[src/phy_regs_pkg.sv]
// constants shared by the management register block and its serial slave
package phy_regs_pkg;

	// ==========================================================
	// register offsets
	localparam logic [4:0] REG_INT_CTRL_STATUS = 5'h1b;
	localparam logic [4:0] REG_CABLE_DIAG = 5'h1d;
	localparam logic [4:0] REG_PHY_CTRL_FIRST = 5'h1e;

	// ==========================================================
	// interrupt control/status fields
	localparam int INT_EN_LSB = 8;
	localparam int INT_EN_MSB = 10;
	localparam int INT_FLAG_COUNT = 8;
	localparam int INT_FLAG_JABBER = 7;
	localparam int INT_FLAG_RX_ERROR = 6;
	localparam int INT_FLAG_PAGE_RX = 5;
	localparam int INT_FLAG_PAR_DET_FAULT = 4;
	localparam int INT_FLAG_LP_ACK = 3;
	localparam int INT_FLAG_LINK_DOWN = 2;
	localparam int INT_FLAG_REMOTE_FAULT = 1;
	localparam int INT_FLAG_LINK_UP = 0;
	localparam logic [2:0] INT_EN_RESET = 3'h0;
	localparam logic [7:0] INT_FLAG_RESET = 8'h00;
	localparam logic IRQ_ACTIVE_LEVEL_RESET = 1'b0;

	// ==========================================================
	// cable diagnostic fields
	localparam int DIAG_START_BIT = 15;
	localparam int DIAG_RESULT_MSB = 14;
	localparam int DIAG_RESULT_LSB = 13;
	localparam int DIAG_SHORT_BIT = 12;
	localparam int DIAG_RSVD_MSB = 11;
	localparam int DIAG_RSVD_LSB = 9;
	localparam int DIAG_DIST_MSB = 8;
	localparam logic [1:0] DIAG_RESULT_RESET = 2'h0;
	localparam logic [2:0] DIAG_RSVD_RESET = 3'h0;
	localparam logic [8:0] DIAG_DIST_RESET = 9'h000;
	localparam logic DIAG_START_RESET = 1'b0;
	localparam logic DIAG_SHORT_RESET = 1'b0;
	localparam logic [1:0] DIAG_RESULT_NORMAL = 2'h0;
	localparam logic [1:0] DIAG_RESULT_OPEN = 2'h1;
	localparam logic [1:0] DIAG_RESULT_SHORT = 2'h2;
	localparam logic [1:0] DIAG_RESULT_FAILED = 2'h3;

	// ==========================================================
	// phy control first fields
	localparam int PAUSE_CAP_BIT = 9;
	localparam logic PAUSE_CAP_RESET = 1'b0;

	// ==========================================================
	// management frame
	localparam logic [5:0] MGMT_PREAMBLE_LEN = 6'h20;
	localparam logic [1:0] MGMT_OP_READ = 2'h2;
	localparam logic [1:0] MGMT_OP_WRITE = 2'h1;
	localparam logic [3:0] MGMT_HDR_LAST = 4'hb;
	localparam logic [3:0] MGMT_DATA_LAST = 4'hf;

endpackage : phy_regs_pkg

[src/mdio_slave.sv]
// serial management frame slave giving a register access port
`timescale 1ns/10ps
`default_nettype none
module mdio_slave
	import phy_regs_pkg::*;
(
	input wire logic clk_sys,
	input wire logic rst,
	input wire logic mdc,
	input wire logic mdioIn,
	output logic mdioOut,
	output logic mdioOe,
	input wire logic [4:0] phyAddr,
	output logic [4:0] regAddr,
	output logic [15:0] wrData,
	output logic wrStrobe,
	output logic rdStrobe,
	input wire logic [15:0] rdData
);
	typedef enum {ST_PRE, ST_START, ST_HDR, ST_TA, ST_DATA} mgmt_state_e;

	mgmt_state_e state_q;
	logic mdcPrev_q;
	logic [5:0] ones_q;
	logic [3:0] cnt_q;
	logic [11:0] hdr_q;
	logic [15:0] sh_q;
	logic isRead_q;
	logic mdcRise;
	logic [11:0] hdrNext;

	assign mdcRise = mdc & ~mdcPrev_q;
	assign hdrNext = {hdr_q[10:0], mdioIn};

	always_ff @(posedge clk_sys or posedge rst) begin
		if (rst) begin
			mdcPrev_q <= 1'b0;
		end else begin
			mdcPrev_q <= mdc;
		end
	end

	// ==========================================================
	// frame sequencer, one step per mdc rising edge
	always_ff @(posedge clk_sys or posedge rst) begin
		if (rst) begin
			state_q <= ST_PRE;
			ones_q <= 6'h00;
			cnt_q <= 4'h0;
			hdr_q <= 12'h000;
			sh_q <= 16'h0000;
			isRead_q <= 1'b0;
			regAddr <= 5'h00;
			wrData <= 16'h0000;
			wrStrobe <= 1'b0;
			rdStrobe <= 1'b0;
			mdioOut <= 1'b0;
			mdioOe <= 1'b0;
		end else begin
			wrStrobe <= 1'b0;
			rdStrobe <= 1'b0;
			if (mdcRise) begin
				unique case (state_q)
					ST_PRE: begin
						if (mdioIn) begin
							if (ones_q != MGMT_PREAMBLE_LEN) begin
								ones_q <= ones_q + 6'h01;
							end
						end else begin
							ones_q <= 6'h00;
							if (ones_q == MGMT_PREAMBLE_LEN) begin
								state_q <= ST_START;
							end
						end
					end
					ST_START: begin
						cnt_q <= 4'h0;
						state_q <= mdioIn ? ST_HDR : ST_PRE;
					end
					ST_HDR: begin
						hdr_q <= hdrNext;
						cnt_q <= cnt_q + 4'h1;
						if (cnt_q == MGMT_HDR_LAST) begin
							cnt_q <= 4'h0;
							regAddr <= hdrNext[4:0];
							isRead_q <= (hdrNext[11:10] == MGMT_OP_READ);
							if (hdrNext[9:5] != phyAddr) begin
								state_q <= ST_PRE;
							end else if (hdrNext[11:10] == MGMT_OP_READ) begin
								rdStrobe <= 1'b1;
								state_q <= ST_TA;
							end else if (hdrNext[11:10] == MGMT_OP_WRITE) begin
								state_q <= ST_TA;
							end else begin
								state_q <= ST_PRE;
							end
						end
					end
					ST_TA: begin
						cnt_q <= cnt_q + 4'h1;
						if (cnt_q == 4'h0) begin
							// second turnaround bit driven low on reads
							mdioOe <= isRead_q;
							mdioOut <= 1'b0;
						end else begin
							cnt_q <= 4'h0;
							state_q <= ST_DATA;
							if (isRead_q) begin
								mdioOut <= rdData[15];
								sh_q <= {rdData[14:0], 1'b0};
							end
						end
					end
					ST_DATA: begin
						cnt_q <= cnt_q + 4'h1;
						if (isRead_q) begin
							mdioOut <= sh_q[15];
							sh_q <= {sh_q[14:0], 1'b0};
						end else begin
							sh_q <= {sh_q[14:0], mdioIn};
						end
						if (cnt_q == MGMT_DATA_LAST) begin
							mdioOe <= 1'b0;
							mdioOut <= 1'b0;
							state_q <= ST_PRE;
							if (!isRead_q) begin
								wrData <= {sh_q[14:0], mdioIn};
								wrStrobe <= 1'b1;
							end
						end
					end
				endcase
			end
		end
	end
endmodule : mdio_slave
`default_nettype wire

[src/phy_irq_and_cable_diag_regs.sv]
// interrupt, cable diagnostic and first control registers of the transceiver
`timescale 1ns/10ps
`default_nettype none
// Overview of operation
// - link-down interrupt enable, bit 10, RW
// - remote fault interrupt enable, bit 9
// - link-up interrupt enable, bit 8
// - receive error flag bit 6, clears on read
// - page received bit 5, parallel fault bit 4
// - link partner acknowledge flag bit 3
// - link-down bit 2, remote fault bit 1
// - link-up flag bit 0, clears on read
// - writing start bit runs test, self-clears
// - result code in bits 14:13
// - short cable flag in bit 12
// - pause capability read-only at bit 9
// - interrupt polarity set by level control
// - self-cleared bits cleared by device action
module phy_irq_and_cable_diag_regs
	import phy_regs_pkg::*;
(
	input wire logic clk_sys,
	input wire logic rst,
	input wire logic mdc,
	input wire logic mdioIn,
	output logic mdioOut,
	output logic mdioOe,
	input wire logic [4:0] phyAddr,
	input wire logic evJabber,
	input wire logic evRxError,
	input wire logic evPageRx,
	input wire logic evParDetFault,
	input wire logic evLpAck,
	input wire logic evLinkDown,
	input wire logic evRemoteFault,
	input wire logic evLinkUp,
	input wire logic intActiveHigh,
	input wire logic pauseCapable,
	output logic cableTestRun,
	input wire logic cableTestDone,
	input wire logic [1:0] cableResult,
	input wire logic cableShort,
	input wire logic [8:0] cableDistance,
	output logic irqOut
);
	logic [4:0] regAddr;
	logic [15:0] wrData;
	logic wrStrobe;
	logic rdStrobe;
	logic [15:0] rdData_q;
	logic [15:0] rdData_d;
	logic [2:0] intEn_q;
	logic [7:0] flags_q;
	logic [7:0] evVec;
	logic flagClear;
	logic intWrite;
	logic diagWrite;
	logic [1:0] diagResult_q;
	logic diagShort_q;
	logic [2:0] diagRsvd_q;
	logic [8:0] diagDist_q;
	logic pauseCap_q;
	logic irqAny;

	// ==========================================================
	// management access
	mdio_slave i_mdio_slave (
		.clk_sys(clk_sys),
		.rst(rst),
		.mdc(mdc),
		.mdioIn(mdioIn),
		.mdioOut(mdioOut),
		.mdioOe(mdioOe),
		.phyAddr(phyAddr),
		.regAddr(regAddr),
		.wrData(wrData),
		.wrStrobe(wrStrobe),
		.rdStrobe(rdStrobe),
		.rdData(rdData_q)
	);

	// ==========================================================
	// register write decode
	assign intWrite = wrStrobe && (regAddr == REG_INT_CTRL_STATUS);
	assign diagWrite = wrStrobe && (regAddr == REG_CABLE_DIAG);

	// ==========================================================
	// interrupt enables
	always_ff @(posedge clk_sys or posedge rst) begin
		if (rst) begin
			intEn_q <= INT_EN_RESET;
		end else if (intWrite) begin
			intEn_q <= wrData[INT_EN_MSB:INT_EN_LSB];
		end
	end

	// ==========================================================
	// event flags, set wins over read clear
	assign evVec[INT_FLAG_JABBER] = evJabber;
	assign evVec[INT_FLAG_RX_ERROR] = evRxError;
	assign evVec[INT_FLAG_PAGE_RX] = evPageRx;
	assign evVec[INT_FLAG_PAR_DET_FAULT] = evParDetFault;
	assign evVec[INT_FLAG_LP_ACK] = evLpAck;
	assign evVec[INT_FLAG_LINK_DOWN] = evLinkDown;
	assign evVec[INT_FLAG_REMOTE_FAULT] = evRemoteFault;
	assign evVec[INT_FLAG_LINK_UP] = evLinkUp;
	assign flagClear = rdStrobe && (regAddr == REG_INT_CTRL_STATUS);

	genvar gi;
	generate
		for (gi = 0; gi < INT_FLAG_COUNT; gi++) begin : g_flag
			always_ff @(posedge clk_sys or posedge rst) begin
				if (rst) begin
					flags_q[gi] <= INT_FLAG_RESET[gi];
				end else if (evVec[gi]) begin
					flags_q[gi] <= 1'b1;
				end else if (flagClear) begin
					flags_q[gi] <= 1'b0;
				end
			end
		end
	endgenerate

	// ==========================================================
	// cable diagnostic reserved bits
	always_ff @(posedge clk_sys or posedge rst) begin
		if (rst) begin
			diagRsvd_q <= DIAG_RSVD_RESET;
		end else if (diagWrite) begin
			diagRsvd_q <= wrData[DIAG_RSVD_MSB:DIAG_RSVD_LSB];
		end
	end

	// ==========================================================
	// cable test start bit, self-clears on done
	always_ff @(posedge clk_sys or posedge rst) begin
		if (rst) begin
			cableTestRun <= DIAG_START_RESET;
		end else if (cableTestRun) begin
			// a second start while running is ignored
			if (cableTestDone) begin
				cableTestRun <= 1'b0;
			end
		end else if (diagWrite && wrData[DIAG_START_BIT]) begin
			cableTestRun <= 1'b1;
		end
	end

	// ==========================================================
	// results, frozen while running, captured together
	always_ff @(posedge clk_sys or posedge rst) begin
		if (rst) begin
			diagResult_q <= DIAG_RESULT_RESET;
			diagShort_q <= DIAG_SHORT_RESET;
			diagDist_q <= DIAG_DIST_RESET;
		end else if (cableTestRun && cableTestDone) begin
			diagResult_q <= cableResult;
			diagShort_q <= cableShort;
			diagDist_q <= cableDistance;
		end
	end

	// ==========================================================
	// flow control capability
	always_ff @(posedge clk_sys or posedge rst) begin
		if (rst) begin
			pauseCap_q <= PAUSE_CAP_RESET;
		end else begin
			pauseCap_q <= pauseCapable;
		end
	end

	// ==========================================================
	// read data, latched before flags clear
	always_comb begin
		rdData_d = 16'h0000;
		unique case (regAddr)
			REG_INT_CTRL_STATUS: begin
				rdData_d[INT_EN_MSB:INT_EN_LSB] = intEn_q;
				rdData_d[INT_FLAG_JABBER:INT_FLAG_LINK_UP] = flags_q;
			end
			REG_CABLE_DIAG: begin
				rdData_d[DIAG_START_BIT] = cableTestRun;
				rdData_d[DIAG_RESULT_MSB:DIAG_RESULT_LSB] = diagResult_q;
				rdData_d[DIAG_SHORT_BIT] = diagShort_q;
				rdData_d[DIAG_RSVD_MSB:DIAG_RSVD_LSB] = diagRsvd_q;
				rdData_d[DIAG_DIST_MSB:0] = diagDist_q;
			end
			REG_PHY_CTRL_FIRST: begin
				rdData_d[PAUSE_CAP_BIT] = pauseCap_q;
			end
			default: begin
				rdData_d = 16'h0000;
			end
		endcase
	end

	always_ff @(posedge clk_sys or posedge rst) begin
		if (rst) begin
			rdData_q <= 16'h0000;
		end else if (rdStrobe) begin
			rdData_q <= rdData_d;
		end
	end

	// ==========================================================
	// interrupt output
	// flags 7:3 have no enable here, never reach the pin
	assign irqAny = |(flags_q[INT_FLAG_LINK_DOWN:INT_FLAG_LINK_UP] & intEn_q);

	always_ff @(posedge clk_sys or posedge rst) begin
		if (rst) begin
			irqOut <= ~IRQ_ACTIVE_LEVEL_RESET;
		end else begin
			irqOut <= intActiveHigh ? irqAny : ~irqAny;
		end
	end
endmodule : phy_irq_and_cable_diag_regs
`default_nettype wire

[config.mk]
export PLATFORM = sky130hd
export DESIGN_NAME = phy_irq_and_cable_diag_regs
export DESIGN_NICKNAME = d
export VERILOG_FILES = /design/src/phy_regs_pkg.sv /design/src/mdio_slave.sv /design/src/phy_irq_and_cable_diag_regs.sv
export SDC_FILE = /design/constraint.sdc
export NUM_CORES = 1
export LEC_CHECK = 0
export BUFFER_PORTS_ARGS = -buffer_cell sky130_fd_sc_hd__buf_2
export CORE_ASPECT_RATIO = 0.8
export CORE_MARGIN = 4
export CORE_UTILIZATION = 55
export CTS_CLUSTER_DIAMETER = 200
export CTS_CLUSTER_SIZE = 40
export DETAILED_ROUTE_END_ITERATION = 16
export GPL_TIMING_DRIVEN = 0
export PLACE_DENSITY_LB_ADDON = 0.3
export RECOVER_POWER = 50
export SLEW_MARGIN = 40
export SYNTH_ARGS = -nofsm -noshare
export SYNTH_HDL_FRONTEND = slang
export SYNTH_SLANG_ARGS = --single-unit
[constraint.sdc]
create_clock -name clk_sys -period 5.1 [get_ports clk_sys]
set_clock_uncertainty 0.2 [all_clocks]
set_input_delay 1.53 -clock clk_sys [delete_from_list [all_inputs] [get_ports clk_sys]]
set_output_delay 1.53 -clock clk_sys [all_outputs]
set_load 0.005 [all_outputs]
Word level (Yosys, flattened, before mapping)
Index checks and enable logic that the tools add are counted.

Register bits after elaboration: 141. RAM bits: 0. Latch bits: 0. Output and inout port bits: 4. Word-level logic and storage cells: 141. Bits in read-only memories: 0. Memories kept: 0.

Shifts and indexed selects: 0. Multiply operators: 0. Reduce and logical (&&, ||, !) cells: 27. Bitwise operators: 5. Add/subtract/negate cells: 2. Order comparisons: 0. Equal/unequal tests: 24. Muxes and demuxes: 53. Div/mod/pow operators: 0.

Operators by type and width (count): 32-bit two-way mux (7); 32-bit one-hot mux with 5 select lines (1); 32-bit by 2-bit == test with 1-bit output (second input constant) (2); 32-bit by 1-bit == test with 1-bit output (second input constant) (1); 32-bit by 3-bit == test with 1-bit output (second input constant) (1); 32-bit zero test (1); 16-bit two-way mux (2); 16-bit one-hot mux with 2 select lines (1); 1-bit two-way mux (29); 9-bit one-hot mux with 2 select lines (1); 2-bit nonzero test (9); 4-bit one-hot mux with 4 select lines (1); 4-bit AND reduction (4); 5-bit == test (second input constant) (3); 6-bit two-way mux (2); 2-bit by 1-bit != test with 1-bit output (second input constant) (6); 4-bit == test (second input constant) (2); 4-bit two-way mux (2); 6-bit by 1-bit adder with 6-bit output (second input constant) (1); 6-bit == test (second input constant) (1); 3-bit by 1-bit != test with 1-bit output (second input constant) (2); 6-bit != test (second input constant) (1); 1-bit one-hot mux with 2 select lines (3); 3-bit AND reduction (2); other kinds (17) (26).

Longest topological paths before layout
Word-level depth: 6. Gate-level depth with buffers: 7.

Hierarchy
From an unflattened synthesis, not the netlist that was laid out.

Cells, all modules: 412. Area, all modules: 4898.4 um2.

Modules (own cells, without submodules): mdio_slave (instances 1, seq. area each 1676.6 um2, area an instance 3086.7 um2, cells each 290); phy_irq_and_cable_diag_regs (instances 1, seq. area each 1127.3 um2, area an instance 1811.7 um2, cells each 122).

Worst setup path after synthesis
Ideal clock, no wire load.

Kind: input-to-reg. Start: in mdc. End: reg i_mdio_slave.wrData[10]. Buffers on the path: 2. Required time: 4775 ps. Path slack: 2094 ps. Arrival time: 2681 ps. Stages on the path: 5. Setup time: 125 ps. Cells stage by stage: nand2b_1 clkbuf_1 or4_4 buf_6 mux2_4.

Word-level cells in the longest chain between the ends: 2.

RTL lines: from (decl) (line phy_irq_and_cable_diag_regs.sv:24) `input wire logic mdc,`; 1-bit bitwise AND (line mdio_slave.sv:32) `assign mdcRise = mdc & ~mdcPrev_q;`; 4-bit AND reduction (no source line); to (signal assigned) (line mdio_slave.sv:127) `wrData <= {sh_q[14:0], mdioIn};`; to (decl) (line mdio_slave.sv:15) `output logic [15:0] wrData,`.

Every way passes these cells. A chain may end at the register's enable or synchronous reset.

Worst setup path in the final report
Start: in mdc. End: reg i_mdio_slave.wrData[8].

Same word-level chain as after synthesis.

==> key figures <==
Floorplan
  – Top Ports: 36
  – Row count: 29
  – Die area: 0.00976 sq mm
  – Die W: 109 microns
  – Initial core utilization: 56.8%
  – Core area: 0.00798 sq mm
  – Die H: 89.2 microns

Detailed routing
  – Via count: 3,307
  – First drt pass iteration count: 4
  – DRC violations left: 0
  – Via density: 5.73
  – Avg WL per Cell: 15.9 microns
  – Total length of routed wires: 9150 microns
  – Post-route ant nets: 0
  – 1st-iter DRT viols: 151

Synthesis
  – List of most frequent post-synthesis cells: dfrtp_1, nand2_1, nor2_1, mux2_2, a21oi_1
  – Yosys reg bits: 101
  – Syn Area/Cell: 10.8 sq um
  – Post-synth top flop: dfrtp_1
  – Count leader, synth: dfrtp_1
  – Seq/Total Area, Yosys: 55.8%
  – Syn nets: 455
  – Synthesized area: 0.00453 sq mm
  – Synth Warn #: 0
  – Yosys top cell by area: dfrtp_1
  – Distinct cells, synth: 53
  – Post-synthesis instance total: 418
  – Number of flops mapped to enable cells by yosys: 0
  – Ranking of synthesized cells by area: dfrtp_1, mux2_2, nand2_1
  – Top cell type's share of synthesized area: 55.2%
  – Post-synth ARST share: 100%

STA
  – Setup ws final: 2.19 ns
  – Setup TNS: 0 ns
  – Final setup viols: 0
  – Min Tclk post-route: 2.91 ns
  – F_max: 344 MHz
  – Worst-margin pin slew: 1.56 ns
  – Slew Limit Fails: 34
  – Max-slew headroom: -4.79%
  – RSZ-0062 raised after global routing: false
  – Final Hold Fails: 0
  – Fin crit share: 57.0%

Setup path
  – Worst-path cell chain: clkbuf_1 > nand2b_1 > clkbuf_1 > or4_4 > buf_6 > mux2_4
  – CP max-delay cell: or4_4
  – Crit Path Max Fanout: 10
  – Startpoint Class: input port
  – Delay-heaviest family, CP: simple AND/OR/NAND/NOR gates
  – Worst path required time: 5.15 ns
  – Critical path buffer and inverter count: 3
  – Worst Setup End Kind: flip-flop
  – Max stage delay on crit path: 0.54 ns
  – Kind of critical path: in2reg
  – Crit path DAT: 2.96 ns
  – Top cell by count, worst path: clkbuf_1

Layout
  – Ant diodes: 0
  – # fillers: 665
  – Footprint of the multi-input gates: 0.00182 sq mm
  – Nets: 501
  – Area growth, synth to finish: 12.6%
  – Post-layout util: 63.9%
  – Final instance area: 0.00510 sq mm
  – Layout cells sized above 1: 22.0%
  – FF/Latch Area: 0.00253 sq mm
  – Non-Filler Instances: 577

GRT
  – Congestion Overflow GR: 0
  – Largest net degree at the start of global routing: 69
  – Gr usage total: 20.9%
  – Initial antenna violation count: 0
  – Number of global-route vias before repair: 3,185
  – First-pass GRT wire length: 15,800 microns

Clock network
  – Clk sinks: 101
  – Skew-Pair Late Insertion Delay: 0.37 ns
  – PostCTS Resize Cnt: 0
  – Root Buffer: clkbuf_8
  – CTS tree: built
  – Clock slew at reported path FFs: 0.11 ns
  – CTS hold repair buffers: 0
  – CTS max path bufs: 2
  – Postcts setup bufs: 0
  – Total CTS buffers: 9
  – Htree depth: 3

Worst hold path
  – HP Class: reg2reg

Power and ir drop
  – Worst vdd ir: 240 uV
  – Cell area power density: 445 mW/mm^2
  – Static Leak: 2.27 nW

Run status
  – Status: finished, violations left
  – Failing checks: max-capacitance violations, max-slew violations

Placement
  – Worst slack at placement: 1.86 ns
  – Gpl congestion: 0.813
  – Area post-placement: 0.00488 sq mm
  – Final HPWL DP: 6520 microns
  – Port Buf Inserts: 34
  – Dpl cells: 561

Run
  – Max-cap violations: 1
==> worst reg2reg max path, stage by stage, from the launching register on <==
cell	delay (ns)
dfrtp_1	0.44
inv_1	0.08
ha_1	0.15
or3b_2	0.47
a211oi_1	0.64
nor2_1	0.17
o311ai_1	0.27
==> where the power goes <==
group	internal, W	switching [W]
combinational	0.000263	0.000314
clock	0.000288	0.000294
sequential	0.000975	0.000139
total	0.00153	0.000746
==> through the flow <==
stage | power, W | hold WS (ns)
6_report | 0.00227 | 0.289
5_1_grt | 0.00243 | 0.322
4_1_cts | 0.00228 | 0.291
3_5_place_dp | 0.00170 | 0.265
3_3_place_gp | 0.00166 | 0.261
2_1_floorplan | 0.00154 | 0.250
==> routing by layer <==
metal  part of all wire, %  track usage [%]  wire length, microns
met1                    48             30.3                  4390
met2                    46             31.5                  4160
met3                   5.5             5.70                   501
met4                  0.99             5.55                    91
met5                     0                0                     0
==> layout make-up <==
type                    count  area share (%)
plain buffers              26            2.40
inverters                  17            1.28
clock inverters             6            2.06
clock buffers              10            2.50
well taps                 108            2.65
repair buffers             35            3.85
multi-input cells         274            35.7
flip-flops and latches    101            49.6
==> cell usage in the layout (no fill, tap or decap), types with 2 or more instances in the layout <==
| cell type | n |
|---|---|
| buf_6 | 2 |
| a21oi_1 | 24 |
| a22oi_1 | 11 |
| o31ai_1 | 3 |
| nor2b_1 | 2 |
| mux2_4 | 5 |
| clkbuf_1 | 22 |
| a31oi_1 | 14 |
| a22o_1 | 4 |
| or2_2 | 2 |
| xor2_1 | 6 |
| nand2b_1 | 4 |
| inv_6 | 2 |
| or3_1 | 2 |
| buf_2 | 35 |
| ha_1 | 5 |
| dfrtp_1 | 100 |
| nand2_1 | 38 |
| clkbuf_8 | 9 |
| and3b_1 | 2 |
| nor3b_1 | 2 |
| nor2_1 | 38 |
| inv_1 | 16 |
| buf_4 | 2 |
| nor3_1 | 7 |
| o211ai_1 | 3 |
| o21ai_0 | 16 |
| bufinv_16 | 2 |
| a21o_1 | 9 |
| nand3_1 | 17 |
| mux2_2 | 34 |
| nand3b_1 | 2 |
==> worst paths after layout <==
path / from / endpoint / slack [ns] / cells past startpoint
min: flags_q[4] / flags_q[4] / 0.29 / 1
max: mdc / i_mdio_slave.wrData[8] / 2.19 / 6
max in group asynchronous: rst / i_mdio_slave.mdioOut / 2.47 / 3
min reg2reg: flags_q[4] / flags_q[4] / 0.29 / 1
min in group asynchronous: rst / intEn_q[1] / 1.32 / 2
max reg2reg: i_mdio_slave.cnt_q[0] / i_mdio_slave.cnt_q[2] / 2.59 / 6
==> sequential cells by signal, summed over array words and instances (netlist names), 5 cells and up <==
register and flops:
i_mdio_slave.sh_q 16, i_mdio_slave.regAddr 5, diagDist_q 9, i_mdio_slave.wrData 5, i_mdio_slave.ones_q 6, i_mdio_slave.hdr_q 11, flags_q 8, rdData_q 16
==> cells by family after synthesis <==
kind of cell | after synthesis | synth area share (%)
AO/OA/AOI/OAI | 96 | 13.9
XOR/XNOR | 6 | 1.16
adder cells (fa/ha/maj) | 5 | 1.38
buffers and inverters | 43 | 4.11
flip-flops | 101 | 55.8
multiplexers | 40 | 10.3
AND/OR/NAND/NOR | 127 | 13.3
(Power assumes the default switching activity.)
